## src/core/bitops_pkg.sv

```systemverilog
// package: register map, status flag positions, opcodes and structs for the bit/flag unit
package bitops_pkg;

  // ----------------------------------------
  // register byte offsets
  // ----------------------------------------
  localparam logic [7:0] CMD_OFS = 8'h00;    // command: op, reg index, bit select
  localparam logic [7:0] STATUS_OFS = 8'h04; // status flags register, read/write
  localparam logic [7:0] WREG_OFS = 8'h08;   // working register window, index in address bits [4:2]
  localparam logic [7:0] EVENT_OFS = 8'h28;  // combined count of sleep/watchdog/break requests
  localparam logic [7:0] WREG_SPAN = 8'h20;  // eight words of working registers

  // ----------------------------------------
  // command field layout
  // ----------------------------------------
  localparam int CMD_OP_LSB = 0;   // opcode [4:0]
  localparam int CMD_REG_LSB = 8;  // register index [10:8]
  localparam int CMD_BIT_LSB = 16; // bit / flag select [18:16]

  // ----------------------------------------
  // status flag positions
  // ----------------------------------------
  localparam int FLAG_C = 0;
  localparam int FLAG_Z = 1;
  localparam int FLAG_N = 2;
  localparam int FLAG_V = 3;
  localparam int FLAG_S = 4;
  localparam int FLAG_H = 5;
  localparam int FLAG_T = 6;
  localparam int FLAG_I = 7;

  // ----------------------------------------
  // reset values and sizes
  // ----------------------------------------
  localparam logic [7:0] STATUS_RST = 8'h00;
  localparam logic [7:0] WREG_RST = 8'h00;
  localparam int WREG_COUNT = 8;
  localparam logic [31:0] READ_DEFAULT = 32'h00000000;

  // ----------------------------------------
  // opcodes
  // ----------------------------------------
  typedef enum logic [4:0] {
    OP_NOP = 5'h00, OP_ROTATE_RIGHT = 5'h01, OP_ARITH_SHIFT = 5'h02, OP_SWAP = 5'h03,
    OP_FLAG_SET = 5'h04, OP_FLAG_CLEAR = 5'h05, OP_BIT_TO_FLAG = 5'h06,
    OP_FLAG_TO_BIT = 5'h07, OP_SET_C = 5'h08, OP_CLR_C = 5'h09, OP_SET_Z = 5'h0A,
    OP_CLR_Z = 5'h0B, OP_SET_N = 5'h0C, OP_CLR_N = 5'h0D, OP_SET_V = 5'h0E,
    OP_CLR_V = 5'h0F, OP_SET_S = 5'h10, OP_CLR_S = 5'h11, OP_SET_H = 5'h12,
    OP_CLR_H = 5'h13, OP_SET_T = 5'h14, OP_CLR_T = 5'h15, OP_SET_I = 5'h16,
    OP_CLR_I = 5'h17, OP_SLEEP = 5'h18, OP_WDOG = 5'h19, OP_BREAK = 5'h1A
  } op_t;

  // one decoded instruction
  typedef struct packed {
    op_t op;
    logic [2:0] regSel;
    logic [2:0] bitSel;
  } instr_t;

  // result of the datapath
  typedef struct packed {
    logic [7:0] data;
    logic dataWe;
    logic [7:0] flags;
    logic sleepReq;
    logic wdogReq;
    logic breakReq;
  } result_t;

endpackage

```

## src/core/bit_alu.sv

```systemverilog
// combinational shift, swap, bit transfer and flag datapath
`timescale 1ns/10ps
module bit_alu
  import bitops_pkg::*;
(
  // instruction and operands
  input wire bitops_pkg::instr_t instr,
  input wire logic [7:0] operand,
  input wire logic [7:0] flagsIn,
  // outcome
  output bitops_pkg::result_t res
);

  // ----------------------------------------
  // datapath
  // ----------------------------------------
  always_comb begin
    logic [7:0] r;
    logic [7:0] f;
    r = operand;
    f = flagsIn;
    res = '0;
    case (instr.op)
      OP_ROTATE_RIGHT, OP_ARITH_SHIFT: begin
        // bit 7 from carry or kept sign
        if (instr.op == OP_ROTATE_RIGHT) begin
          r = {flagsIn[FLAG_C], operand[7:1]};
        end else begin
          r = {operand[7], operand[7:1]};
        end
        f[FLAG_C] = operand[0];
        f[FLAG_Z] = (r == 8'h00);
        f[FLAG_N] = r[7];
        f[FLAG_V] = r[7] ^ operand[0]; // n xor c
        res.dataWe = 1'b1;
      end
      OP_SWAP: begin
        r = {operand[3:0], operand[7:4]};
        res.dataWe = 1'b1;
      end
      OP_FLAG_SET: f[instr.bitSel] = 1'b1;
      OP_FLAG_CLEAR: f[instr.bitSel] = 1'b0;
      OP_BIT_TO_FLAG: f[FLAG_T] = operand[instr.bitSel];
      OP_FLAG_TO_BIT: begin
        r[instr.bitSel] = flagsIn[FLAG_T];
        res.dataWe = 1'b1;
      end
      OP_SET_C, OP_CLR_C: f[FLAG_C] = ~instr.op[0];
      OP_SET_Z, OP_CLR_Z: f[FLAG_Z] = ~instr.op[0];
      OP_SET_N, OP_CLR_N: f[FLAG_N] = ~instr.op[0];
      OP_SET_V, OP_CLR_V: f[FLAG_V] = ~instr.op[0];
      OP_SET_S, OP_CLR_S: f[FLAG_S] = ~instr.op[0];
      OP_SET_H, OP_CLR_H: f[FLAG_H] = ~instr.op[0];
      OP_SET_T, OP_CLR_T: f[FLAG_T] = ~instr.op[0];
      OP_SET_I, OP_CLR_I: f[FLAG_I] = ~instr.op[0];
      OP_SLEEP: res.sleepReq = 1'b1;
      OP_WDOG: res.wdogReq = 1'b1;
      OP_BREAK: res.breakReq = 1'b1;
      default: f = flagsIn; // no operation
    endcase
    res.data = r;
    res.flags = f;
  end

endmodule

```

## src/core/work_regs.sv

```systemverilog
// eight-byte working register memory with registered read port
`timescale 1ns/10ps
module work_regs
  import bitops_pkg::*;
(
  // clock and reset
  input wire logic mclk,
  input wire logic sys_rst,
  // write port
  input wire logic wrEn,
  input wire logic [2:0] wrIdx,
  input wire logic [7:0] wrData,
  // registered read port
  input wire logic [2:0] rdIdx,
  output logic [7:0] rdData
);

  // ----------------------------------------
  // storage
  // ----------------------------------------
  logic [7:0] mem_reg [WREG_COUNT]; // working bytes

  // per-entry write with reset
  genvar g;
  generate
    for (g = 0; g < WREG_COUNT; g++) begin : gen_entry
      always_ff @(posedge mclk) begin
        if (sys_rst) begin
          mem_reg[g] <= WREG_RST;
        end else if (wrEn && wrIdx == 3'(g)) begin
          mem_reg[g] <= wrData;
        end
      end
    end
  endgenerate

  // read data from a flop
  always_ff @(posedge mclk) begin
    if (sys_rst) begin
      rdData <= WREG_RST;
    end else begin
      rdData <= mem_reg[rdIdx];
    end
  end

endmodule

```

## src/core/bit_flag_unit.sv

```systemverilog
// top: AHB-Lite slave driving the shift, bit transfer and flag execution unit
//
// The register offsets and register access over AHB-Lite were decided locally.
`timescale 1ns/10ps
module bit_flag_unit
  import bitops_pkg::*;
(
  // clock and reset
  input wire logic mclk,
  input wire logic sys_rst,
  // ahb-lite slave
  input wire logic hsel,
  input wire logic [31:0] haddr,
  input wire logic [1:0] htrans,
  input wire logic hwrite,
  input wire logic [2:0] hsize,
  input wire logic [31:0] hwdata,
  input wire logic hready,
  output logic [31:0] hrdata,
  output logic hreadyout,
  output logic hresp,
  // system requests and flags
  output logic sleepReq,
  output logic wdogRestart,
  output logic debugBreak,
  output logic [7:0] statusFlags
);

  // ----------------------------------------
  // state
  // ----------------------------------------
  typedef enum {ST_IDLE, ST_FETCH, ST_EXEC, ST_READ} state_t;
  state_t state_reg; // transfer sequencer
  logic [7:0] addr_reg; // latched address
  logic write_reg; // latched direction
  logic [7:0] status_flags_register; // c z n v s h t i
  instr_t instr_reg; // pending instruction
  logic [7:0] eventCount_reg; // combined count of side requests
  logic [2:0] rdIdx; // memory read index
  logic [7:0] rdData; // memory read data
  logic memWe; // memory write strobe
  logic [2:0] memIdx; // memory write index
  logic [7:0] memData; // memory write data
  result_t res; // datapath outcome

  // ----------------------------------------
  // datapath and memory
  // ----------------------------------------
  bit_alu u_alu (
    .instr(instr_reg),
    .operand(rdData),
    .flagsIn(status_flags_register),
    .res(res)
  );

  work_regs u_regs (
    .mclk(mclk),
    .sys_rst(sys_rst),
    .wrEn(memWe),
    .wrIdx(memIdx),
    .wrData(memData),
    .rdIdx(rdIdx),
    .rdData(rdData)
  );

  // ----------------------------------------
  // decode helpers
  // ----------------------------------------
  logic takeReq; // valid address phase
  logic dataPhase; // data phase of the latched transfer, read or write
  logic isWreg; // address hits register window
  assign takeReq = hsel && hready && htrans[1] && state_reg == ST_IDLE;
  assign dataPhase = state_reg == ST_FETCH;
  assign isWreg = addr_reg >= WREG_OFS && addr_reg < WREG_OFS + WREG_SPAN;

  // memory port steering: bus writes vs instruction results
  always_comb begin
    memWe = 1'b0;
    memIdx = addr_reg[4:2];
    memData = hwdata[7:0];
    rdIdx = instr_reg.regSel;
    if (dataPhase && write_reg && isWreg) begin
      memWe = 1'b1; // bus writes a working byte
    end else if (state_reg == ST_EXEC && res.dataWe) begin
      memWe = 1'b1;
      memIdx = instr_reg.regSel;
      memData = res.data;
    end
    if (dataPhase && !write_reg) begin
      rdIdx = addr_reg[4:2];
    end else if (dataPhase && addr_reg == CMD_OFS) begin
      // fetch the operand of the command now arriving, not the previous one
      rdIdx = hwdata[CMD_REG_LSB +: 3];
    end
  end

  // ----------------------------------------
  // sequencer
  // ----------------------------------------
  always_ff @(posedge mclk) begin
    if (sys_rst) begin
      state_reg <= ST_IDLE;
      addr_reg <= 8'h00;
      write_reg <= 1'b0;
    end else begin
      case (state_reg)
        ST_IDLE: begin
          if (takeReq) begin
            state_reg <= ST_FETCH;
            addr_reg <= haddr[7:0];
            write_reg <= hwrite;
          end
        end
        ST_FETCH: begin
          // commands wait for the operand read
          if (write_reg && addr_reg == CMD_OFS) begin
            state_reg <= ST_EXEC;
          end else if (!write_reg) begin
            state_reg <= ST_READ;
          end else begin
            state_reg <= ST_IDLE;
          end
        end
        ST_EXEC: state_reg <= ST_IDLE;
        ST_READ: state_reg <= ST_IDLE;
        default: state_reg <= ST_IDLE;
      endcase
    end
  end

  // ----------------------------------------
  // instruction latch
  // ----------------------------------------
  always_ff @(posedge mclk) begin
    if (sys_rst) begin
      instr_reg <= '0;
    end else if (dataPhase && write_reg && addr_reg == CMD_OFS) begin
      instr_reg.op <= op_t'(hwdata[CMD_OP_LSB +: 5]);
      instr_reg.regSel <= hwdata[CMD_REG_LSB +: 3];
      instr_reg.bitSel <= hwdata[CMD_BIT_LSB +: 3];
    end
  end

  // ----------------------------------------
  // status flags: one clock per instruction
  // ----------------------------------------
  always_ff @(posedge mclk) begin
    if (sys_rst) begin
      status_flags_register <= STATUS_RST;
    end else if (state_reg == ST_EXEC) begin
      status_flags_register <= res.flags;
    end else if (dataPhase && write_reg && addr_reg == STATUS_OFS) begin
      status_flags_register <= hwdata[7:0];
    end
  end

  // ----------------------------------------
  // side requests: one-cycle pulses
  // ----------------------------------------
  always_ff @(posedge mclk) begin
    if (sys_rst) begin
      sleepReq <= 1'b0;
      wdogRestart <= 1'b0;
      debugBreak <= 1'b0;
      eventCount_reg <= 8'h00;
    end else begin
      sleepReq <= state_reg == ST_EXEC && res.sleepReq;
      wdogRestart <= state_reg == ST_EXEC && res.wdogReq;
      debugBreak <= state_reg == ST_EXEC && res.breakReq;
      if (state_reg == ST_EXEC && (res.sleepReq || res.wdogReq || res.breakReq)) begin
        eventCount_reg <= eventCount_reg + 8'h01;
      end
    end
  end

  // mirror of the flags
  always_ff @(posedge mclk) begin
    if (sys_rst) begin
      statusFlags <= STATUS_RST;
    end else begin
      statusFlags <= status_flags_register;
    end
  end

  // ----------------------------------------
  // bus answer
  // ----------------------------------------
  always_ff @(posedge mclk) begin
    if (sys_rst) begin
      hreadyout <= 1'b1;
      hrdata <= READ_DEFAULT;
      hresp <= 1'b0;
    end else begin
      hresp <= 1'b0;
      hreadyout <= !(takeReq || state_reg == ST_FETCH);
      if (state_reg == ST_FETCH && !write_reg) begin
        if (addr_reg == STATUS_OFS) begin
          hrdata <= {24'h000000, status_flags_register};
        end else if (addr_reg == CMD_OFS) begin
          hrdata <= {13'h0000, instr_reg.bitSel, 5'h00, instr_reg.regSel, 3'h0, instr_reg.op};
        end else if (addr_reg == EVENT_OFS) begin
          hrdata <= {24'h000000, eventCount_reg};
        end else begin
          hrdata <= READ_DEFAULT;
        end
      end else if (state_reg == ST_READ && isWreg) begin
        hrdata <= {24'h000000, rdData};
      end
    end
  end

endmodule

```

## config.mk

```make
export PLATFORM = sky130hd
export DESIGN_NAME = bit_flag_unit
export DESIGN_NICKNAME = d
export VERILOG_FILES = /design/src/core/bitops_pkg.sv /design/src/core/bit_alu.sv /design/src/core/work_regs.sv /design/src/core/bit_flag_unit.sv
export SDC_FILE = /design/constraint.sdc
export NUM_CORES = 1
export LEC_CHECK = 0
export BUFFER_PORTS_ARGS = -buffer_cell sky130_fd_sc_hd__buf_4
export CORE_UTILIZATION = 56
export DETAILED_ROUTE_END_ITERATION = 7
export HOLD_SLACK_MARGIN = 0.12
export PLACE_DENSITY = 0.8
export SYNTH_ARGS = -nofsm -noshare
export SYNTH_HDL_FRONTEND = slang
export SYNTH_SLANG_ARGS = --single-unit
```

## constraint.sdc

```tcl
create_clock -name mclk -period 3.1 [get_ports mclk]
set_input_delay 0.31 -clock mclk [delete_from_list [all_inputs] [get_ports mclk]]
set_output_delay 0.31 -clock mclk [all_outputs]
set_load 0.03 [all_outputs]
```

Word-level counts from Yosys, hierarchy flattened
Memory sizes are Yosys's and may differ from the RTL's. A register that Yosys moved wholly into a read port is not among the register bits.
Index checks and enable logic that the tools add are counted.
{"block": "word_totals", "in_bits": 74, "output_inout_bits": 45, "mem_bits_rw": 64, "ff_bits": 112, "wordCells": 218, "mem_count": 1}
{"block": "op_classes", "n_lt_le_gt_ge": 4, "mux": 73, "reduce_logical": 57, "addsub": 1, "bitwise_logic": 13, "eq_ne": 48}
{"memory": "u_regs.mem_reg", "words": 8, "width": 8, "rd": 1, "rd_clocked_by_memory_dff": 1, "wr": 8, "line_no": "work_regs.sv:21", "source": "logic [7:0] mem_reg [WREG_COUNT];"}
{"operator": "8-bit 2-to-1 mux", "count": 15}
{"operator": "32-bit 2-to-1 mux", "count": 3}
{"operator": "32-bit by 3-bit equality test with 1-bit output, second input constant", "count": 2}
{"operator": "32-bit zero test", "count": 2}
{"operator": "32-bit one-hot mux with 2 select lines", "count": 1}
{"operator": "5-bit equality test, second input constant", "count": 11}
{"operator": "5-bit by 4-bit equality test with 1-bit output, second input constant", "count": 8}
{"operator": "19-bit 2-to-1 mux", "count": 2}
{"operator": "1-bit 2-to-1 mux", "count": 34}
{"operator": "32-bit by 1-bit equality test with 1-bit output, second input constant", "count": 1}
{"operator": "32-bit by 2-bit equality test with 1-bit output, second input constant", "count": 1}
{"operator": "1-bit logical AND", "count": 26}
{"operator": "5-bit by 1-bit != test with 1-bit output, second input constant", "count": 5}
{"operator": "8-bit one-hot mux with 3 select lines", "count": 1}
{"operator": "5-bit by 3-bit equality test with 1-bit output, second input constant", "count": 4}
{"operator": "1-bit one-hot mux with 4 select lines", "count": 5}
{"operator": "2-bit AND reduction", "count": 9}
{"operator": "2-bit OR reduction", "count": 9}
{"operator": "8-bit zero test", "count": 2}
{"operator": "3-bit equality test, second input constant", "count": 4}
{"operator": "3-bit 2-to-1 mux", "count": 4}
{"operator": "4-bit by 1-bit != test with 1-bit output, second input constant", "count": 3}
{"operator": "5-bit by 2-bit equality test with 1-bit output, second input constant", "count": 2}
{"operator": "1-bit one-hot mux with 3 select lines", "count": 3}
{"operator": "other kinds (26)", "count": 39}

Depth between registers and ports, before layout
Gate-level depths: netlist of run 1.
{"block": "depth", "ltp_word": 12, "depth_mapped": 10, "mapped_depth_nobuf": 6}

By module
Synthesis of run 1 repeated with hierarchy kept, for this count alone.
{"block": "hier_totals", "cells_unflattened": 721, "area_unflattened_um2": 7403.4}
{"mod": "work_regs", "area_each_um2": 3185.6, "seq_area_each_um2": 2082.0, "cells_per_inst": 198, "n_inst": 1}
{"mod": "bit_flag_unit", "area_each_um2": 3105.5, "seq_area_each_um2": 1281.2, "cells_per_inst": 352, "n_inst": 1}
{"mod": "bit_alu", "area_each_um2": 1112.3, "seq_area_each_um2": 0.0, "cells_per_inst": 171, "n_inst": 1}

Worst setup path after synthesis of run 1
Ideal clock, no wire load.
{"block": "synth_timing", "path_type": "flip-flop to flip-flop", "startpoint": "reg addr_reg[0]", "endpoint": "reg u_regs.rdData[0], read port of u_regs.mem_reg", "setup_time_ns": 0.085, "t_required_ns": 3.015, "t_arrival_ns": 2.358, "path_buffers": 3, "stages_incl_launch_ff": 10, "path_slack_ns": 0.657, "synth_period_minus_slack_ns": 2.443, "cell_sequence": "dfxtp_1 -> or4_1 -> buf_2 -> or4_4 -> o211a_1 -> buf_6 -> buf_8 -> mux2i_1 -> a221o_1 -> o221ai_1"}
{"block": "synth_between", "elab_chain_cells": 4}
{"element": "start: declaration", "line_no": "bit_flag_unit.sv:34", "source": "logic [7:0] addr_reg;"}
{"element": "start signal: assignment", "line_no": "bit_flag_unit.sv:110", "source": "addr_reg <= haddr[7:0];"}
{"element": "8-bit zero test", "line_no": "bit_flag_unit.sv:91", "source": "end else if (dataPhase && addr_reg == CMD_OFS) begin"}
{"element": "1-bit logical AND", "line_no": "bit_flag_unit.sv:91"}
{"element": "3-bit 2-to-1 mux", "line_no": "bit_flag_unit.sv:91"}
{"element": "3-bit 2-to-1 mux", "line_no": "bit_flag_unit.sv:89", "source": "if (dataPhase && !write_reg) begin"}
{"element": "end: declaration", "line_no": "work_regs.sv:15", "source": "output logic [7:0] rdData"}
Every way passes these cells.
A chain may end at the register's enable or synchronous reset.

Worst setup path in the final report of run 1
{"block": "layout_timing", "startpoint": "reg addr_reg[0]", "endpoint": "reg u_regs.rdData[3], read port of u_regs.mem_reg"}
The elaborated chain is that of the path after synthesis.

==> impl_metrics.toml, run 1 <==
[outcome]
status = "finished, final reports clean"

[floorplanning]
rows = 40
die_x_um = 113
initial_core_util_pct = 57.2
pin_count = 119
dieArea_sq_um = 12700
die_height_um = 113
core_sq_um = 12000

[synth]
synth_ff_type = "dfxtp_1"
netlist.area_leader.share_pct = 28.0
synth_seq_cells = 136
synth-compound-area-share_pct = 14.7
syn_inst = 707
yosysSeqAreaShare_pct = 48.9
syn_avg_cell_area_sq_um = 9.72
synth_edf_count = 64
synth_warnings = 0
synthTopCellsByCount = "nor2_1, dfxtp_1, edfxtp_1, mux2i_1, a21oi_1"
synthAdderAreaFrac_pct = 0.328
synth_top_family_by_area = "simple AND/OR/NAND/NOR gates"
yosysUniqueCellTypes = 68
synth-async-reset-ratio_pct = 0
yosys.area.top_type = "edfxtp_1"
syn_area_sq_um = 6880
synth-simple-area-share_pct = 19.1
synth_xor_area_share_pct = 1.15
yosys-top-cells-area = "edfxtp_1, dfxtp_1, nor2_1"
synth_most_common_cell = "nor2_1"
synthMuxAreaShare_pct = 9.85

[pwr]
power.leakage_nw = 2.98
powerDensity_nw_per_um2 = 540
ir_drop_uv = 398

[detailed_routing]
drt_wl_total_um = 17800
wl_per_cell_um = 19.5
antenna_left = 0
num_vias = 5783
vias_per_cell = 6.31
first_pass_iters = 7
drtIter0Drc = 659
drcViolationCount = 0

[finish]
fin_nets = 832
insertedDiodeCount = 0
area_growth_syn_to_layout_pct = 16.4
fillers = 935
drive_above_1_share_pct = 18.8
largest_reg_flops = 64

[hold_path]
hold_path_depth = 3
worstHoldStart = "haddr[6]"
min_to = "addr_reg[6]"
hp-class = "in2reg"

[critical_path]
required_ps = 3400
reg2reg_slack_ps = 270
r2r-end = "u_regs.rdData[3]"
cp.depth = 6
critPathKind = "reg2reg"
reg2reg_depth = 6
critPathMaxFanout = 8
cp-start-kind = "flip-flop"
max_stage_delay_ps = 710
crit-reg2reg-launch = "addr_reg[0]"
endpoint_kind = "flip-flop"
slowest_stage = "a311oi_1"
critical_path.top_delay_family = "simple AND/OR/NAND/NOR gates"
worst-path-buf-inv = 0
cp_cell_sequence = "nor4_1 > nand3_1 > a311oi_1 > or2_0 > a221o_1 > o221ai_1"
arrival_ps = 3120

[global_route]
grt_antenna_before_repair = 0
grt_pass1_vias = 5595
grt_max_degree = 40
track_usage_pct = 29.2
grt_pass1_wl_um = 28300
overflow = 0

[cts]
cts_tree = "done"
clkTransAtPathRegs_ps = 60
worstSkewPairLatency_ps = 430
ctsHtreeMaxLevel = 4
cts_sinks = 136
cts_buffer_depth = 2
cts-root-buf = "clkbuf_16"
numCtsBuffers = 17
post_cts_resized = 0
post-cts-setup-buffers = 0

[sta]
setup_viol = 0
fin_ws_ps = 274
slew-limit-headroom_pct = 31.5
fmax_mhz = 354
hold_violations = 0
setup_tns_ps = 0
period_minus_slack_ps = 2830
rsz0062_at_grt = "no"
finalMaxSlewViolations = 0
post-route-period-util_pct = 91.2
skew_ps = 8.34
worst_slew_pin_slew_ps = 1020

[placed_design]
gp_congestion = 0.974
pre_cts_ws_ps = 422
port_buffers = 53
dp_hpwl_um = 12300

[run]
max_cap_viol_count = 0
==> worst register-to-register path: cells and delay by family, from the launching register on <==
| family | cells | cell delay, ps |
|---|---|---|
| AOI/OAI and AO/OA | 3 | 1080 |
| DFF | 1 | 320 |
| and+or+nand+nor | 3 | 1300 |
==> stage by stage <==
stage	cells	power (mW)	utilization [%]	hold slack (ps)	cell area (sq um)
detailed placement	883	2.36	61.7	481	7410
CTS	917	4.32	66.6	124	8010
floorplan	725	2.25	-	438	6940
global route	917	4.43	66.6	137	8010
global placement	883	2.35	61.7	475	7410
finish	917	4.32	66.6	121	8010
==> layout by cell type, fill, tap and decap left out, types with 3 or more instances in the layout <==
cell	instances
or3_1	7
nor2b_1	15
nor3_1	13
o221ai_1	7
nand3_1	6
nand2b_1	9
nor3b_1	5
xor2_1	6
xnor2_1	3
buf_4	82
a211oi_1	7
o21bai_1	10
a32oi_1	3
o22ai_1	3
edfxtp_1	64
or2_2	10
clkbuf_16	17
a21oi_1	40
clkinv_4	3
dfxtp_1	72
clkinv_2	4
a221o_1	7
a22oi_1	9
a311oi_1	5
mux2i_1	53
inv_1	10
nor2_1	151
nor4_1	4
nand2_1	24
a31oi_1	6
mux2_2	9
a222oi_1	13
nand3b_1	5
a221oi_1	4
conb_1	19
o21ai_0	12
==> power by group <==
part | switching [mW] | internal (mW)
Combinational | 0.227 | 0.132
Sequential | 0.0465 | 1.93
Clock | 0.798 | 1.19
Total | 1.07 | 3.25
==> timing repair <==
action	4_1_cts	5_1_grt
hold endpoints to repair	2	0
hold buffers	2	0
endpoints found under the setup margin	0	0
==> cell families after synthesis <==
logic type | after synthesis
buffers and inverters | 82
multiplexers | 64
flip-flops | 136
AO/OA/AOI/OAI | 140
other | 1
adder cells (fa/ha/maj) | 2
AND/OR/NAND/NOR | 273
XOR/XNOR | 9
==> worst max path at each step <==
stage | from | endpoint | slack, ps
after global routing | addr_reg[0] | u_regs.rdData[3] | 130
after floorplan | addr_reg[0] | u_regs.rdData[0] | 660
after detailed placement | addr_reg[0] | u_regs.rdData[3] | 420
after CTS | addr_reg[0] | u_regs.rdData[3] | 360
final | addr_reg[0] | u_regs.rdData[3] | 270
after global placement | addr_reg[0] | u_regs.rdData[3] | 500
==> layout make-up <==
cell class	instances	area, sq um	area share (%)
Sequential cell	136	3360	42.0
Inverter	10	37.5	0.469
Timing Repair Buffer	85	656	8.19
Multi-Input combinational cell	507	3190	39.8
Tap cell	147	184	2.30
Clock buffer	18	429	5.36
Clock inverter	14	150	1.88
==> metal layers <==
layer / routed length [um] / share of wire [%] / global-route usage [%]
met2: 8420 / 47 / 46.3
met1: 7090 / 40 / 37.3
met5: 0 / 0 / 0
met4: 538 / 3.0 / 13.8
met3: 1790 / 10 / 7.93
Note: power is estimated with default switching activity, not from simulation.
==> run 2, diff against run 1 <==
--- a/config.mk
+++ b/config.mk
@@ -5,11 +5,11 @@
 export SDC_FILE = /design/constraint.sdc
 export NUM_CORES = 1
 export LEC_CHECK = 0
-export BUFFER_PORTS_ARGS = -buffer_cell sky130_fd_sc_hd__buf_4
-export CORE_UTILIZATION = 56
+export CORE_UTILIZATION = 65
 export DETAILED_ROUTE_END_ITERATION = 7
+export DONT_BUFFER_PORTS = 1
 export HOLD_SLACK_MARGIN = 0.12
-export PLACE_DENSITY = 0.8
+export PLACE_DENSITY = 0.81
 export SYNTH_ARGS = -nofsm -noshare
 export SYNTH_HDL_FRONTEND = slang
 export SYNTH_SLANG_ARGS = --single-unit
==> constraint.sdc (replaced) <==
create_clock -name mclk -period 3.3 [get_ports mclk]
set_input_delay 0.33 -clock mclk [delete_from_list [all_inputs] [get_ports mclk]]
set_output_delay 0.33 -clock mclk [all_outputs]
set_load 0.03 [all_outputs]
==> impl_metrics.toml, run 2 (same netlist as run 1, synthesis figures left out) <==
[detailed_routing]
vias_per_cell = 6.63
wl_per_cell_um = 21.0
first_pass_iters = 8
drcViolationCount = 5
antenna_left = 0
drtIter0Drc = 741
drt_wl_total_um = 18400
num_vias = 5818

[finish]
instances_no_fill = 877
area_growth_syn_to_layout_pct = 14.2
fin_nets = 803
largest_reg_flops = 64
final_cell_mix = "nor2_1, dfxtp_1, edfxtp_1"
final_common_cell = "nor2_1"
insertedDiodeCount = 0
drive_above_1_share_pct = 11.9

[placed_design]
gp_congestion = 0.944
place_inst = 815
dp_hpwl_um = 12000
port_buffers = 0

[cts]
numCtsBuffers = 17
post_cts_resized = 0
worstSkewPairLatency_ps = 550
post-cts-setup-buffers = 0
holdBufCountCts = 30
cts_sinks = 136
clkTransAtPathRegs_ps = 60
cts_buffer_depth = 2
ctsHtreeMaxLevel = 4
cts_tree = "done"
cts-root-buf = "clkbuf_8"

[critical_path]
critPathMaxFanout = 8
critical_path.top_delay_family = "simple AND/OR/NAND/NOR gates"
crit-reg2reg-launch = "addr_reg[0]"
cp.depth = 6
critPathKind = "reg2reg"
max_stage_delay_ps = 640
worst-path-buf-inv = 0
arrival_ps = 3220
cp_cell_sequence = "nor4_1 > nand3_1 > a311oi_1 > or2_0 > a221o_1 > o221ai_1"
endpoint = "u_regs.rdData[0]"
reg2reg_slack_ps = 490
endpoint_kind = "flip-flop"
slowest_stage = "a311oi_1"
r2r-end = "u_regs.rdData[0]"
cp-start-kind = "flip-flop"
critPathLaunch = "addr_reg[0]"
required_ps = 3700
reg2reg_depth = 6

[outcome]
violations = "DRC"
status = "finished, violations left"

[pwr]
pwr-share-comb_pct = 7.8
ir_drop_uv = 475
clkPwrFrac_pct = 46.0
powerDensity_nw_per_um2 = 515
pwr-share-seq_pct = 46.1
power_switching_mw = 1.02
total_power_mw = 4.04
switching_share_pct = 25.3
power.leakage_nw = 2.83
internal-power_mw = 3.02

[sta]
finalMaxSlewViolations = 0
slew-limit-headroom_pct = 31.9
skew_ps = 6.67
rsz0062_at_grt = "no"
fmax_mhz = 356
period_minus_slack_ps = 2810
hold_violations = 0
setup_tns_ps = 0
worst_slew_pin_slew_ps = 1020
post-route-period-util_pct = 85.2
setup_viol = 0

[hold_path]
worstHoldStart = "hwdata[0]"
hp-class = "in2reg"

[global_route]
track_usage_pct = 34.7
grt_pass1_vias = 5491
grt_antenna_before_repair = 0
overflow = 0
grt_pass1_wl_um = 28600
grt_max_degree = 62

[floorplanning]
core_sq_um = 10300
dieArea_sq_um = 11000
die_height_um = 105
die_x_um = 105
pin_count = 119
rows = 37
initial_core_util_pct = 66.9

[run]
max_cap_viol_count = 0
[run 2: cell types whose count changed in the layout (fill, tap and decap cells not counted), sizes merged]
cell	delta
inv	+2
buf	-56
dlygate4sd3	+27
clkbuf	-1
clkinvlp	-1
[run 2: worst min path at each step]
stage | endpoint | slack, ps | cells past startpoint
finish | status_flags_register[0] | 180 | 4
global route | status_flags_register[0] | 180 | 4
CTS | status_flags_register[0] | 160 | 4
detailed placement | instr_reg[3] | 420 | 1
global placement | addr_reg[4] | 410 | 1
floorplan | statusFlags[1] | 440 | 2
[run 2: area by class of cell]
type	instances	area [sq um]
fill	712	2430
tap	136	170
timing repair buffer	56	513
inverter	10	37.5
clock buffer	17	414
clock inverter	15	168
multi-input combinational	507	3190
sequential	136	3360
[run 2: worst register-to-register path: cells and delay by family, from the launching register on]
family	cells	cell delay, ps
flops	1	320
simple gates	3	1330
compound gates	3	1020
[run 2: power groups by stage]
| stage | clock [mW] | sequential, mW | combinational, mW |
|---|---|---|---|
| 6_report | 1.86 | 1.86 | 0.317 |
| 5_1_grt | 1.95 | 1.87 | 0.335 |
| 4_1_cts | 1.87 | 1.86 | 0.308 |
| 3_5_place_dp | 0 | 1.90 | 0.265 |
| 3_3_place_gp | 0 | 1.89 | 0.258 |
| 2_1_floorplan | 0 | 1.88 | 0.236 |
[run 2: routing by layer]
layer / up-vias / wire, um / part of all wire [%] / track usage, %
met1: 2776 / 6860 / 37 / 44.2
met5: - / 0 / 0 / 0
met3: 63 / 2100 / 11 / 9.54
li1: 2590 / - / - / -
met4: 0 / 522 / 2.8 / 14.6
met2: 389 / 8940 / 49 / 55.8
[run 2: metrics by stage]
stage | utilization (%) | setup WS (ps) | cell area [sq um] | hold slack (ps)
after global routing | 76.4 | 285 | 7850 | 177
after CTS | 76.4 | 554 | 7850 | 157
after global placement | 67.6 | 649 | 6950 | 415
after floorplan | - | 857 | 6940 | 438
after detailed placement | 67.6 | 604 | 6950 | 418
final | 76.4 | 487 | 7850 | 175
==> run 3, diff against run 2 <==
==> constraint.sdc (replaced) <==
create_clock -name mclk -period 3.3 [get_ports mclk]
set_input_delay 0.825 -clock mclk [delete_from_list [all_inputs] [get_ports mclk]]
set_output_delay 0.825 -clock mclk [all_outputs]
set_load 0.03 [all_outputs]
==> impl_metrics.toml, run 3 (same netlist as run 1, synthesis figures left out) <==
[floorplanning]
core_sq_um = 10300
pin_count = 119
initial_core_util_pct = 66.9
die_height_um = 105
dieArea_sq_um = 11000
rows = 37
die_x_um = 105

[sta]
period_minus_slack_ps = 2810
skew_ps = 7.52
fin_ws_ps = 489
setup_viol = 0
hold_violations = 0
rsz0062_at_grt = "no"
worst_slew_pin_slew_ps = 988
slew-limit-headroom_pct = 33.6
post-route-period-util_pct = 85.2
whs_ps = 416
finalMaxSlewViolations = 0
setup_tns_ps = 0
fmax_mhz = 356

[cts]
cts-root-buf = "clkbuf_8"
cts_sinks = 136
worstSkewPairLatency_ps = 540
numCtsBuffers = 17
clkTransAtPathRegs_ps = 60
post-cts-setup-buffers = 0
cts_tree = "done"
post_cts_resized = 0
holdBufCountCts = 0
cts_buffer_depth = 2
ctsHtreeMaxLevel = 4

[critical_path]
crit-reg2reg-launch = "addr_reg[0]"
arrival_ps = 3200
cp-start-kind = "flip-flop"
critPathLaunch = "addr_reg[0]"
critPathMaxFanout = 8
endpoint_kind = "flip-flop"
required_ps = 3690
critPathKind = "reg2reg"

[detailed_routing]
num_vias = 5642
drcViolationCount = 0
drtIter0Drc = 728
drt_wl_total_um = 17300
antenna_left = 0
wl_per_cell_um = 20.4
vias_per_cell = 6.67
first_pass_iters = 7

[finish]
drive_above_1_share_pct = 12.4
instances_no_fill = 846
final_cell_mix = "nor2_1, dfxtp_1, edfxtp_1"
largest_reg_flops = 64
insertedDiodeCount = 0
fin_nets = 772
final_common_cell = "nor2_1"
area_growth_syn_to_layout_pct = 8.90

[outcome]
status = "finished, final reports clean"

[placed_design]
dp_hpwl_um = 11900
place_inst = 814
port_buffers = 0
pre_cts_ws_ps = 659
gp_congestion = 0.959

[pwr]
power.leakage_nw = 2.66
ir_drop_uv = 468
powerDensity_nw_per_um2 = 517

[global_route]
track_usage_pct = 32.3
grt_pass1_wl_um = 27000
overflow = 0
grt_pass1_vias = 5287
grt_antenna_before_repair = 0
grt_max_degree = 75

[hold_path]
worstHoldStart = "sys_rst"
hp-class = "in2reg"

[run]
max_cap_viol_count = 0
run 3: cell count changes in the layout (fill, tap and decap cells not counted):
cell / previous run / this run
clkbuf_16: 16 / 17
clkinv_4: 5 / 1
clkinv_1: 2 / 0
buf_16: 1 / 0
bufinv_16: 2 / 0
inv_4: 0 / 3
clkbuf_2: 0 / 1
dlygate4sd3_1: 29 / 0
inv_6: 3 / 4
clkinv_2: 0 / 3
buf_4: 26 / 25
clkbuf_8: 1 / 2
inv_8: 2 / 0
run 3: stage by stage:
step	power [mW]	instance area [sq um]	util [%]
floorplan	2.11	6940	-
global placement	2.15	6940	67.6
detailed placement	2.16	6940	67.6
CTS	3.86	7490	72.9
global route	3.96	7490	72.9
finish	3.87	7490	72.9
run 3: power by group:
part | total (mW) | internal (mW) | switching [mW]
clock | 1.73 | 0.998 | 0.737
sequential | 1.86 | 1.81 | 0.0536
combinational | 0.270 | 0.0941 | 0.176
total | 3.87 | 2.90 | 0.967
run 3: path summary, 6_finish.rpt:
path                                          to  cells after the start  slack (ps)
worst min-delay path               instr_reg[10]                      1         420
worst min register to register    statusFlags[1]                      2         500
worst max-delay path            u_regs.rdData[4]                      6         490
worst max register to register  u_regs.rdData[4]                      6         490
run 3: worst max-delay path, cell delays in order (launching register included):
cell and delay (ps):
dfxtp_1 320, nor4_1 560, nand3_1 260, a311oi_1 720, or2_0 450, a221o_1 210, o221ai_1 140
run 3: cell type report:
type	instances	area [sq um]
clock buffers	20	458
clock inverters	12	85.1
fillers	734	2790
inverters	10	37.5
multi-input cells	507	3190
flip-flops and latches	136	3360
well taps	136	170
repair buffers	25	188
run 3: per-layer routing:
| layer | global-route usage [%] | vias to the layer above | share of wire [%] |
|---|---|---|---|
| li1 | - | 2531 | - |
| met1 | 41.3 | 2672 | 39 |
| met2 | 49.4 | 366 | 47 |
| met3 | 9.79 | 73 | 11 |
| met4 | 17.3 | 0 | 3.6 |
| met5 | 0 | - | 0 |
